==> src/arith_accel_regs.vh <==
`ifndef ARITH_ACCEL_REGS_VH
`define ARITH_ACCEL_REGS_VH

// ----------------------------------------
// register offsets
// ----------------------------------------
`define OFS_BYTE0        8'hf9
`define OFS_BYTE1        8'hfa
`define OFS_BYTE2        8'hfb
`define OFS_BYTE3        8'hfc
`define OFS_BYTE4        8'hfd
`define OFS_BYTE5        8'hfe
`define OFS_CTRL         8'hff

// ----------------------------------------
// control field positions
// ----------------------------------------
`define CTRL_SEQ_ERR_BIT 7
`define CTRL_OVF_BIT     6
`define CTRL_DIR_BIT     5
`define CTRL_CNT_MSB     4

// ----------------------------------------
// reset values
// ----------------------------------------
`define RST_BYTE         8'h00
`define RST_CTRL         8'h00

// ----------------------------------------
// latency counts, cycles after the last write
// ----------------------------------------
`define LAT_DIV32        5'd17
`define LAT_DIV16        5'd9
`define LAT_MUL          5'd10
`define LAT_SHIFT_BASE   5'd2

`endif

==> src/arith_accelerator.v <==
// Chosen here: the plain strobed port.
`timescale 1ns/1ps
`include "arith_accel_regs.vh"

// Contract
// [RULE_01] unsigned 16x16 multiply, 32/16 divide, 32-bit shift and normalize
// [RULE_02] no completion flag; software waits the fixed cycle count
// [RULE_03] 32/16 divide yields 32-bit quotient, 16-bit remainder in 17 cycles
// [RULE_04] 16/16 divide yields 16-bit quotient and remainder in 9 cycles
// [RULE_05] 16x16 multiply yields 32-bit product in 10 cycles
// [RULE_06] latency from last load write; normalize 3-20, shift 3-18 cycles; here normalize takes 4-20, shift 5-20
// [RULE_07] six data bytes at f9..fe plus control register at ff
// [RULE_08] phases: load bytes, execute, read results back
// [RULE_09] host follows each operation's exact access order
// [RULE_10] data write during a running operation sets sequence error bit 7
// [RULE_11] reading control register clears sequence error flag
// [RULE_12] overflow bit 6 on zero divisor or product above 0x0000ffff
// [RULE_13] bit 5 set shifts right, clear shifts left
// [RULE_14] writing count 00000 starts normalization
// [RULE_15] normalization writes its shift count into the count field
// [RULE_16] non-zero count shifts operand by that many bits in set direction
// [RULE_17] divide load: bytes 0..3 dividend, 4..5 divisor; byte 0 resets, byte 5 starts
// [RULE_18] multiply load order: byte 0, byte 4, byte 1, byte 5
// [RULE_19] overflow also on normalizing an operand with msb already set
// [RULE_20] error window from byte 0 write to final read; clean sequence clears flag
// [RULE_21] results stay until byte 0 written again
// [RULE_22] normalization shifts left until msb is 1, result in bytes 0..3
module arith_accelerator
(
	// clock and reset
	input  wire       mclk_i,
	input  wire       rst_n_i,
	// register port
	input  wire [7:0] addr_i,
	input  wire [7:0] wdata_i,
	input  wire       wr_i,
	input  wire       rd_i,
	output reg  [7:0] rdata_o
);

	// ----------------------------------------
	// operation codes and states
	// ----------------------------------------
	localparam OP_NONE = 3'd0;
	localparam OP_DIV  = 3'd1;
	localparam OP_MUL  = 3'd2;
	localparam OP_NORM = 3'd3;
	localparam OP_SHFT = 3'd4;

	localparam ST_LOAD = 2'd0;
	localparam ST_RUN  = 2'd1;
	localparam ST_READ = 2'd2;

	// ----------------------------------------
	// reset release
	// ----------------------------------------
	reg rst_s1_q;
	reg rst_s2_q;
	wire rst_n;

	always @(posedge mclk_i or negedge rst_n_i)
	begin
		if (!rst_n_i)
		begin
			rst_s1_q <= 1'b0;
			rst_s2_q <= 1'b0;
		end
		else
		begin
			rst_s1_q <= 1'b1;
			rst_s2_q <= rst_s1_q;
		end
	end
	assign rst_n = rst_s2_q;

	// ----------------------------------------
	// state
	// ----------------------------------------
	reg  [7:0]  md_q [0:5];
	reg  [1:0]  st_q;
	reg  [2:0]  op_q;
	reg         wide_q;
	reg  [4:0]  cnt_q;
	reg         seq_err_q;
	reg         ovf_q;
	reg         dir_q;
	reg  [4:0]  sc_q;
	reg  [5:0]  wmask_q;
	reg  [16:0] rem_q;
	reg  [31:0] acc_q;
	reg  [31:0] mcand_q;
	reg  [15:0] mplr_q;

	wire [31:0] opnd;
	wire [15:0] dvs;
	wire [16:0] rem_n1;
	wire [16:0] rem_n2;
	wire [31:0] quo_n1;
	wire [31:0] quo_n2;
	wire [31:0] pp_n;

	assign opnd = {md_q[3], md_q[2], md_q[1], md_q[0]};
	assign dvs  = {md_q[5], md_q[4]};

	wire wr_md   = wr_i && (addr_i >= `OFS_BYTE0) && (addr_i <= `OFS_BYTE5);
	wire wr_ctrl = wr_i && (addr_i == `OFS_CTRL);
	wire rd_ctrl = rd_i && (addr_i == `OFS_CTRL);
	wire [2:0] widx = addr_i[2:0] - 3'd1;

	// two division steps per cycle
	div_step u_step0
	(
		.rem_i (rem_q),
		.quo_i (acc_q),
		.dvs_i (dvs),
		.rem_o (rem_n1),
		.quo_o (quo_n1)
	);

	div_step u_step1
	(
		.rem_i (rem_n1),
		.quo_i (quo_n1),
		.dvs_i (dvs),
		.rem_o (rem_n2),
		.quo_o (quo_n2)
	);

	// two multiply bits per cycle
	assign pp_n = acc_q
		+ (mplr_q[0] ? mcand_q : 32'h0000_0000)
		+ (mplr_q[1] ? {mcand_q[30:0], 1'b0} : 32'h0000_0000);

	// ----------------------------------------
	// sequencer
	// ----------------------------------------
	integer i;

	always @(posedge mclk_i or negedge rst_n)
	begin
		if (!rst_n)
		begin
			for (i = 0; i < 6; i = i + 1)
				md_q[i] <= `RST_BYTE;
			st_q      <= ST_LOAD;
			op_q      <= OP_NONE;
			wide_q    <= 1'b0;
			cnt_q     <= 5'd0;
			seq_err_q <= 1'b0;
			ovf_q     <= 1'b0;
			dir_q     <= 1'b0;
			sc_q      <= 5'd0;
			wmask_q   <= 6'd0;
			rem_q     <= 17'd0;
			acc_q     <= 32'd0;
			mcand_q   <= 32'd0;
			mplr_q    <= 16'd0;
		end
		else
		begin
			// read of control clears the error flag; a new error wins
			if (rd_ctrl)
				seq_err_q <= 1'b0; // RULE_11
			if (wr_md)
			begin
				md_q[widx] <= wdata_i; // RULE_07 RULE_08
				if (st_q == ST_RUN)
					seq_err_q <= 1'b1; // RULE_10
				if (widx == 3'd0)
				begin
					// byte 0 restarts the unit and the error window
					wmask_q <= 6'b000001; // RULE_17 RULE_20 RULE_21
					st_q    <= ST_LOAD;
					op_q    <= OP_NONE;
					ovf_q   <= 1'b0;
				end
				else
					wmask_q <= wmask_q | (6'b000001 << widx);
				if (widx == 3'd5)
				begin
					st_q  <= ST_RUN;
					ovf_q <= 1'b0;
					// multiply: 0,4,1,5 leaves byte 1 written after byte 4
					if (wmask_q[4] && wmask_q[1] && !wmask_q[2] && !wmask_q[3] &&
						op_q == OP_MUL)
					begin
						op_q    <= OP_MUL; // RULE_18
						cnt_q   <= `LAT_MUL - 5'd1; // RULE_05
						acc_q   <= 32'd0;
						mcand_q <= {16'd0, md_q[1], md_q[0]};
						mplr_q  <= {wdata_i, md_q[4]};
					end
					else
					begin
						op_q   <= OP_DIV; // RULE_17
						wide_q <= wmask_q[3];
						cnt_q  <= wmask_q[3] ? `LAT_DIV32 - 5'd1 : `LAT_DIV16 - 5'd1; // RULE_03 RULE_04
						rem_q  <= 17'd0;
						acc_q  <= wmask_q[3] ? opnd : {opnd[15:0], 16'd0};
						if ({wdata_i, md_q[4]} == 16'd0)
							ovf_q <= 1'b1; // RULE_12
					end
				end
				// byte 4 written while byte 1 pending marks multiply order
				if (widx == 3'd4 && !wmask_q[1])
					op_q <= OP_MUL;
			end
			if (wr_ctrl)
			begin
				if (st_q == ST_RUN)
					seq_err_q <= 1'b1; // RULE_10
				dir_q <= wdata_i[`CTRL_DIR_BIT];
				sc_q  <= wdata_i[`CTRL_CNT_MSB:0];
				acc_q <= opnd;
				st_q  <= ST_RUN;
				ovf_q <= 1'b0;
				if (wdata_i[`CTRL_CNT_MSB:0] == 5'd0)
				begin
					op_q  <= OP_NORM; // RULE_14
					cnt_q <= `LAT_SHIFT_BASE;
					if (opnd[31])
						ovf_q <= 1'b1; // RULE_19
				end
				else
				begin
					op_q  <= OP_SHFT; // RULE_16
					cnt_q <= `LAT_SHIFT_BASE;
				end
			end
			// execution
			if (st_q == ST_RUN && !wr_md && !wr_ctrl)
			begin
				case (op_q)
					OP_DIV:
					begin
						if (cnt_q > 5'd1)
						begin
							rem_q <= rem_n2;
							acc_q <= quo_n2;
						end
						else
						begin
							// results land on the last cycle
							md_q[0] <= quo_n2[7:0]; // RULE_03 RULE_04
							md_q[1] <= quo_n2[15:8];
							md_q[2] <= wide_q ? quo_n2[23:16] : md_q[2];
							md_q[3] <= wide_q ? quo_n2[31:24] : md_q[3];
							md_q[4] <= rem_n2[7:0];
							md_q[5] <= rem_n2[15:8];
							st_q    <= ST_READ;
						end
						cnt_q <= cnt_q - 5'd1;
					end
					OP_MUL:
					begin
						if (cnt_q > 5'd1)
						begin
							acc_q   <= pp_n; // RULE_01
							mcand_q <= {mcand_q[29:0], 2'b00};
							mplr_q  <= {2'b00, mplr_q[15:2]};
						end
						else if (cnt_q == 5'd1)
						begin
							md_q[0] <= acc_q[7:0]; // RULE_05
							md_q[1] <= acc_q[15:8];
							md_q[2] <= acc_q[23:16];
							md_q[3] <= acc_q[31:24];
							if (acc_q[31:16] != 16'd0)
								ovf_q <= 1'b1; // RULE_12
							st_q <= ST_READ;
						end
						cnt_q <= cnt_q - 5'd1;
					end
					OP_NORM:
					begin
						// two bits per cycle while the top two bits are clear, else one, after setup
						if (cnt_q != 5'd0)
							cnt_q <= cnt_q - 5'd1; // RULE_06
						else if (acc_q[31:30] == 2'b00 && acc_q != 32'd0)
						begin
							acc_q <= {acc_q[29:0], 2'b00}; // RULE_22
							sc_q  <= sc_q + 5'd2; // RULE_15
						end
						else if (!acc_q[31] && acc_q != 32'd0 && sc_q != 5'd31)
						begin
							acc_q <= {acc_q[30:0], 1'b0}; // RULE_22
							sc_q  <= sc_q + 5'd1; // RULE_15
						end
						else
						begin
							md_q[0] <= acc_q[7:0];
							md_q[1] <= acc_q[15:8];
							md_q[2] <= acc_q[23:16];
							md_q[3] <= acc_q[31:24];
							st_q    <= ST_READ;
						end
					end
					OP_SHFT:
					begin
						if (cnt_q != 5'd0)
							cnt_q <= cnt_q - 5'd1; // RULE_06
						else if (sc_q > 5'd1)
						begin
							acc_q <= dir_q ? {2'b00, acc_q[31:2]} : {acc_q[29:0], 2'b00}; // RULE_13
							sc_q  <= sc_q - 5'd2; // RULE_16
						end
						else if (sc_q != 5'd0)
						begin
							acc_q <= dir_q ? {1'b0, acc_q[31:1]} : {acc_q[30:0], 1'b0}; // RULE_13
							sc_q  <= sc_q - 5'd1; // RULE_16
						end
						else
						begin
							md_q[0] <= acc_q[7:0];
							md_q[1] <= acc_q[15:8];
							md_q[2] <= acc_q[23:16];
							md_q[3] <= acc_q[31:24];
							st_q    <= ST_READ;
						end
					end
					default:
						st_q <= ST_LOAD;
				endcase
			end
			// reading control after a finished run ends the sequence, error flag set or not
			if (rd_ctrl && st_q == ST_READ)
			begin
				st_q    <= ST_LOAD; // RULE_20
				wmask_q <= 6'd0;
			end
		end
	end

	// ----------------------------------------
	// read port
	// ----------------------------------------
	always @(posedge mclk_i or negedge rst_n)
	begin
		if (!rst_n)
			rdata_o <= 8'h00;
		else if (rd_i && addr_i == `OFS_CTRL)
			rdata_o <= {seq_err_q, ovf_q, dir_q, sc_q}; // RULE_02 RULE_11
		else if (rd_i && addr_i >= `OFS_BYTE0 && addr_i <= `OFS_BYTE5)
			rdata_o <= md_q[addr_i[2:0] - 3'd1]; // RULE_21
		else
			rdata_o <= 8'h00;
	end

endmodule

==> src/div_step.v <==
`timescale 1ns/1ps

// ----------------------------------------
// one restoring division step
// ----------------------------------------
module div_step
(
	// operands
	input  wire [16:0] rem_i,
	input  wire [31:0] quo_i,
	input  wire [15:0] dvs_i,
	// results
	output wire [16:0] rem_o,
	output wire [31:0] quo_o
);

	wire [16:0] sh;
	wire [17:0] diff;

	assign sh    = {rem_i[15:0], quo_i[31]};
	assign diff  = {1'b0, sh} - {2'b00, dvs_i};
	assign rem_o = diff[17] ? sh : diff[16:0];
	assign quo_o = {quo_i[30:0], ~diff[17]};

endmodule

==> config.mk <==
export PLATFORM = sky130hd
export DESIGN_NAME = arith_accelerator
export DESIGN_NICKNAME = d
export VERILOG_FILES = /design/src/arith_accelerator.v /design/src/div_step.v
export VERILOG_INCLUDE_DIRS = /design/src
export SDC_FILE = /design/constraint.sdc
export NUM_CORES = 1
export LEC_CHECK = 0
export BUFFER_PORTS_ARGS = -buffer_cell sky130_fd_sc_hd__buf_2
export CELL_PAD_IN_SITES_DETAIL_PLACEMENT = 1
export CELL_PAD_IN_SITES_GLOBAL_PLACEMENT = 2
export CORE_MARGIN = 5
export CORE_UTILIZATION = 44
export DETAILED_ROUTE_END_ITERATION = 10
export PLACE_DENSITY = 0.95
export SLEW_MARGIN = 20
export SYNTH_ARGS = -nofsm -noshare
export SYNTH_HDL_FRONTEND = slang
export SYNTH_HIERARCHICAL = 1
export SYNTH_SLANG_ARGS = --single-unit
export TNS_END_PERCENT = 20
==> constraint.sdc <==
create_clock -name mclk_i -period 11.3 [get_ports mclk_i]
set_input_delay 2.26 -clock mclk_i [delete_from_list [all_inputs] [get_ports mclk_i]]
set_output_delay 2.26 -clock mclk_i [all_outputs]
set_load 0.01 [all_outputs]
==> flow_summary.ini <==
[power_and_ir_drop]
ir_drop_mv = 0.3886
p_per_area_nw_per_um2 = 328.7
p_leak_nw = 7.691

[floorplanning]
std_cell_rows = 74
core_sq_um = 40830
die_x_microns = 213.0
die_height_microns = 213.0
die-area_sq_um = 45350
num_io_pins = 28
initial_core_util = 0.4439

[clocking]
htree_levels = 4
ctsResizeCount = 0
clock-root-buffer = clkbuf_16
post_cts_buffers = 0
clockBufferDepth = 2
insertion_delay_ns = 0.49
path_clk_slew_ns = 0.09
hold_buffers = 0
cts_buffers = 17
cts_tree = done
cts.sinks = 177

[finish]
drive_above_1_share = 0.09893
antennaDiodeCount = 0
final_cell_mix = nand2_1 (261), dfrtp_1 (175), o21ai_0 (158), nor2_1 (137), a21oi_1 (123)
fin_util = 0.4536
fillCellCount = 4892
syn2layout_area_growth_pct = 2.195
layout.cells.most_common = nand2_1
layout.nets = 2179
layoutNonFillerInstCount = 2594

[grt]
antenna_found_initial = 1
grt_pass1_wl_mm = 110.1
grt_max_degree = 142
grt_pass1_vias = 18276
overflow = 0
grtUsageTotal = 0.3115

[worst_setup_path]
worstReg2RegEnd = acc_q[0]
r2r_cells = 18
cp-end-kind = flip-flop
cp_slowest_cell = a211o_1
path_cells = inv_1 -> ha_1 -> nand2b_1 -> a21oi_1 -> o21ai_1 -> o21ai_2 -> a211o_1 -> mux2_2 -> ha_1 -> a21oi_4 -> o21ai_2 -> a221oi_2 -> o21ai_2 -> a211o_1 -> o21ai_0 -> nand2_1 -> a2111oi_0 -> o22ai_1
max_stage_delay_ns = 0.81
crit_type = flip-flop to flip-flop
r2r_slack_ns = 5.14
r2r-start = acc_q[31]
worstPathRequired_ns = 11.64
critPathArrivalTime_ns = 6.49
critical_path_peak_fanout = 18
critical_path.most_common_cell = o21ai_2
startpoint_type = flip-flop

[timing]
slew_violations = 0
slew_headroom = 0.2302
post-route-period-util = 0.5449
finalSetupTns_ns = 0
rsz0062_at_grt = false
hold_viol = 0
finClkSkew_ns = 0.01608
tightest_slew_ns = 1.155
max_freq_ghz = 0.1624
setup_violations = 0
layout_setup_ws_ns = 5.142
fin_crit_ns = 6.158

[synthesis]
syn-cell-area_sq_um = 18120
yosys_warnings = 6
synth.avg_cell_area_sq_um = 8.246
synthesis.nets = 2328
synthCells = 2198

[place]
pre_cts_ws_ns = 4.844
place_hpwl_mm = 50.57
port_buffers = 27
place.gp.congestion = 0.9341
dp_cells = 2562

[detailed_routing]
drt_iter0_drc = 2059
first_pass_iters = 6
routed_via_density = 6.904
vias = 17909
final_antenna_net_count = 0
wirelength_mm = 71.43
post_drt_wl_per_cell_microns = 27.54
drc_errors = 0

[flow_run]
maxCapViolCount = 0

[worst_hold_path]
hold_class = flip-flop to async pin

[status]
status = finished clean
[where the power goes]
| part | total, W | switching [W] | internal, W |
|---|---|---|---|
| combinational | 0.00441 | 0.00259 | 0.00183 |
| sequential | 0.00106 | 0.000331 | 0.000729 |
| clock | 0.000615 | 0.000321 | 0.000293 |
| total | 0.00609 | 0.00324 | 0.00285 |
[stage by stage]
| stage | cell area [sq um] | power, W | hold WS [ns] |
|---|---|---|---|
| after floorplan | 18120 | 0.004527 | 0.3312 |
| after global placement | 17950 | 0.005205 | 0.3382 |
| after detailed placement | 17950 | 0.005317 | 0.3362 |
| after CTS | 18520 | 0.005966 | 0.3524 |
| after global routing | 18520 | 0.006416 | 0.3582 |
| final | 18520 | 0.006088 | 0.3191 |
[area by class of cell]
| class | instances | area [sq um] | area share |
|---|---|---|---|
| Clock buffer | 17 | 425.4 | 0.02297 |
| Clock inverter | 15 | 142.6 | 0.007701 |
| Inverter | 71 | 266.5 | 0.01439 |
| Multi-Input combinational cell | 1725 | 12220 | 0.6595 |
| Sequential cell | 177 | 4434 | 0.2394 |
| Tap cell | 532 | 665.6 | 0.03594 |
| Timing Repair Buffer | 57 | 372.9 | 0.02013 |
[metal layers]
| layer | global-route usage | routed length (microns) | up-vias |
|---|---|---|---|
| li1 | - | - | 7741 |
| met1 | 0.4075 | 28850 | 8945 |
| met2 | 0.4888 | 32280 | 963 |
| met3 | 0.08140 | 7005 | 258 |
| met4 | 0.1340 | 3270 | 2 |
| met5 | 0 | 13 | - |
[critical path: cells and delay by family, from the launching register on]
kind | cells | cell delay [ns]
AOI/OAI and AO/OA | 12 | 3.71
adders and majority gates | 2 | 0.67
buffers and inverters | 1 | 0.14
DFF | 1 | 0.75
muxes | 1 | 0.43
and+or+nand+nor | 2 | 0.27
[worst max path at each step]
stage / from / endpoint / slack (ns)
floorplan: rst_n / acc_q[0] / 6.00
global placement: addr_i[0] / cnt_q[0] / 5.11
detailed placement: addr_i[0] / ovf_q / 4.84
CTS: acc_q[31] / acc_q[0] / 5.23
global route: acc_q[31] / acc_q[0] / 4.69
finish: acc_q[31] / acc_q[0] / 5.14
[state kept, by name (all words and copies together) (netlist names)]
signal     flops
wmask_q        4
acc_q         32
mplr_q        16
dvs           16
cnt_q          5
dir_q          1
md_q          32
seq_err_q      1
rem_q         16
sc_q           5
op_q           3
rst_n          1
mcand_q       32
st_q           2
wide_q         1
ovf_q          1
rst_s1_q       1
rdata_o        8
Note: power is estimated with default switching activity, not from simulation.
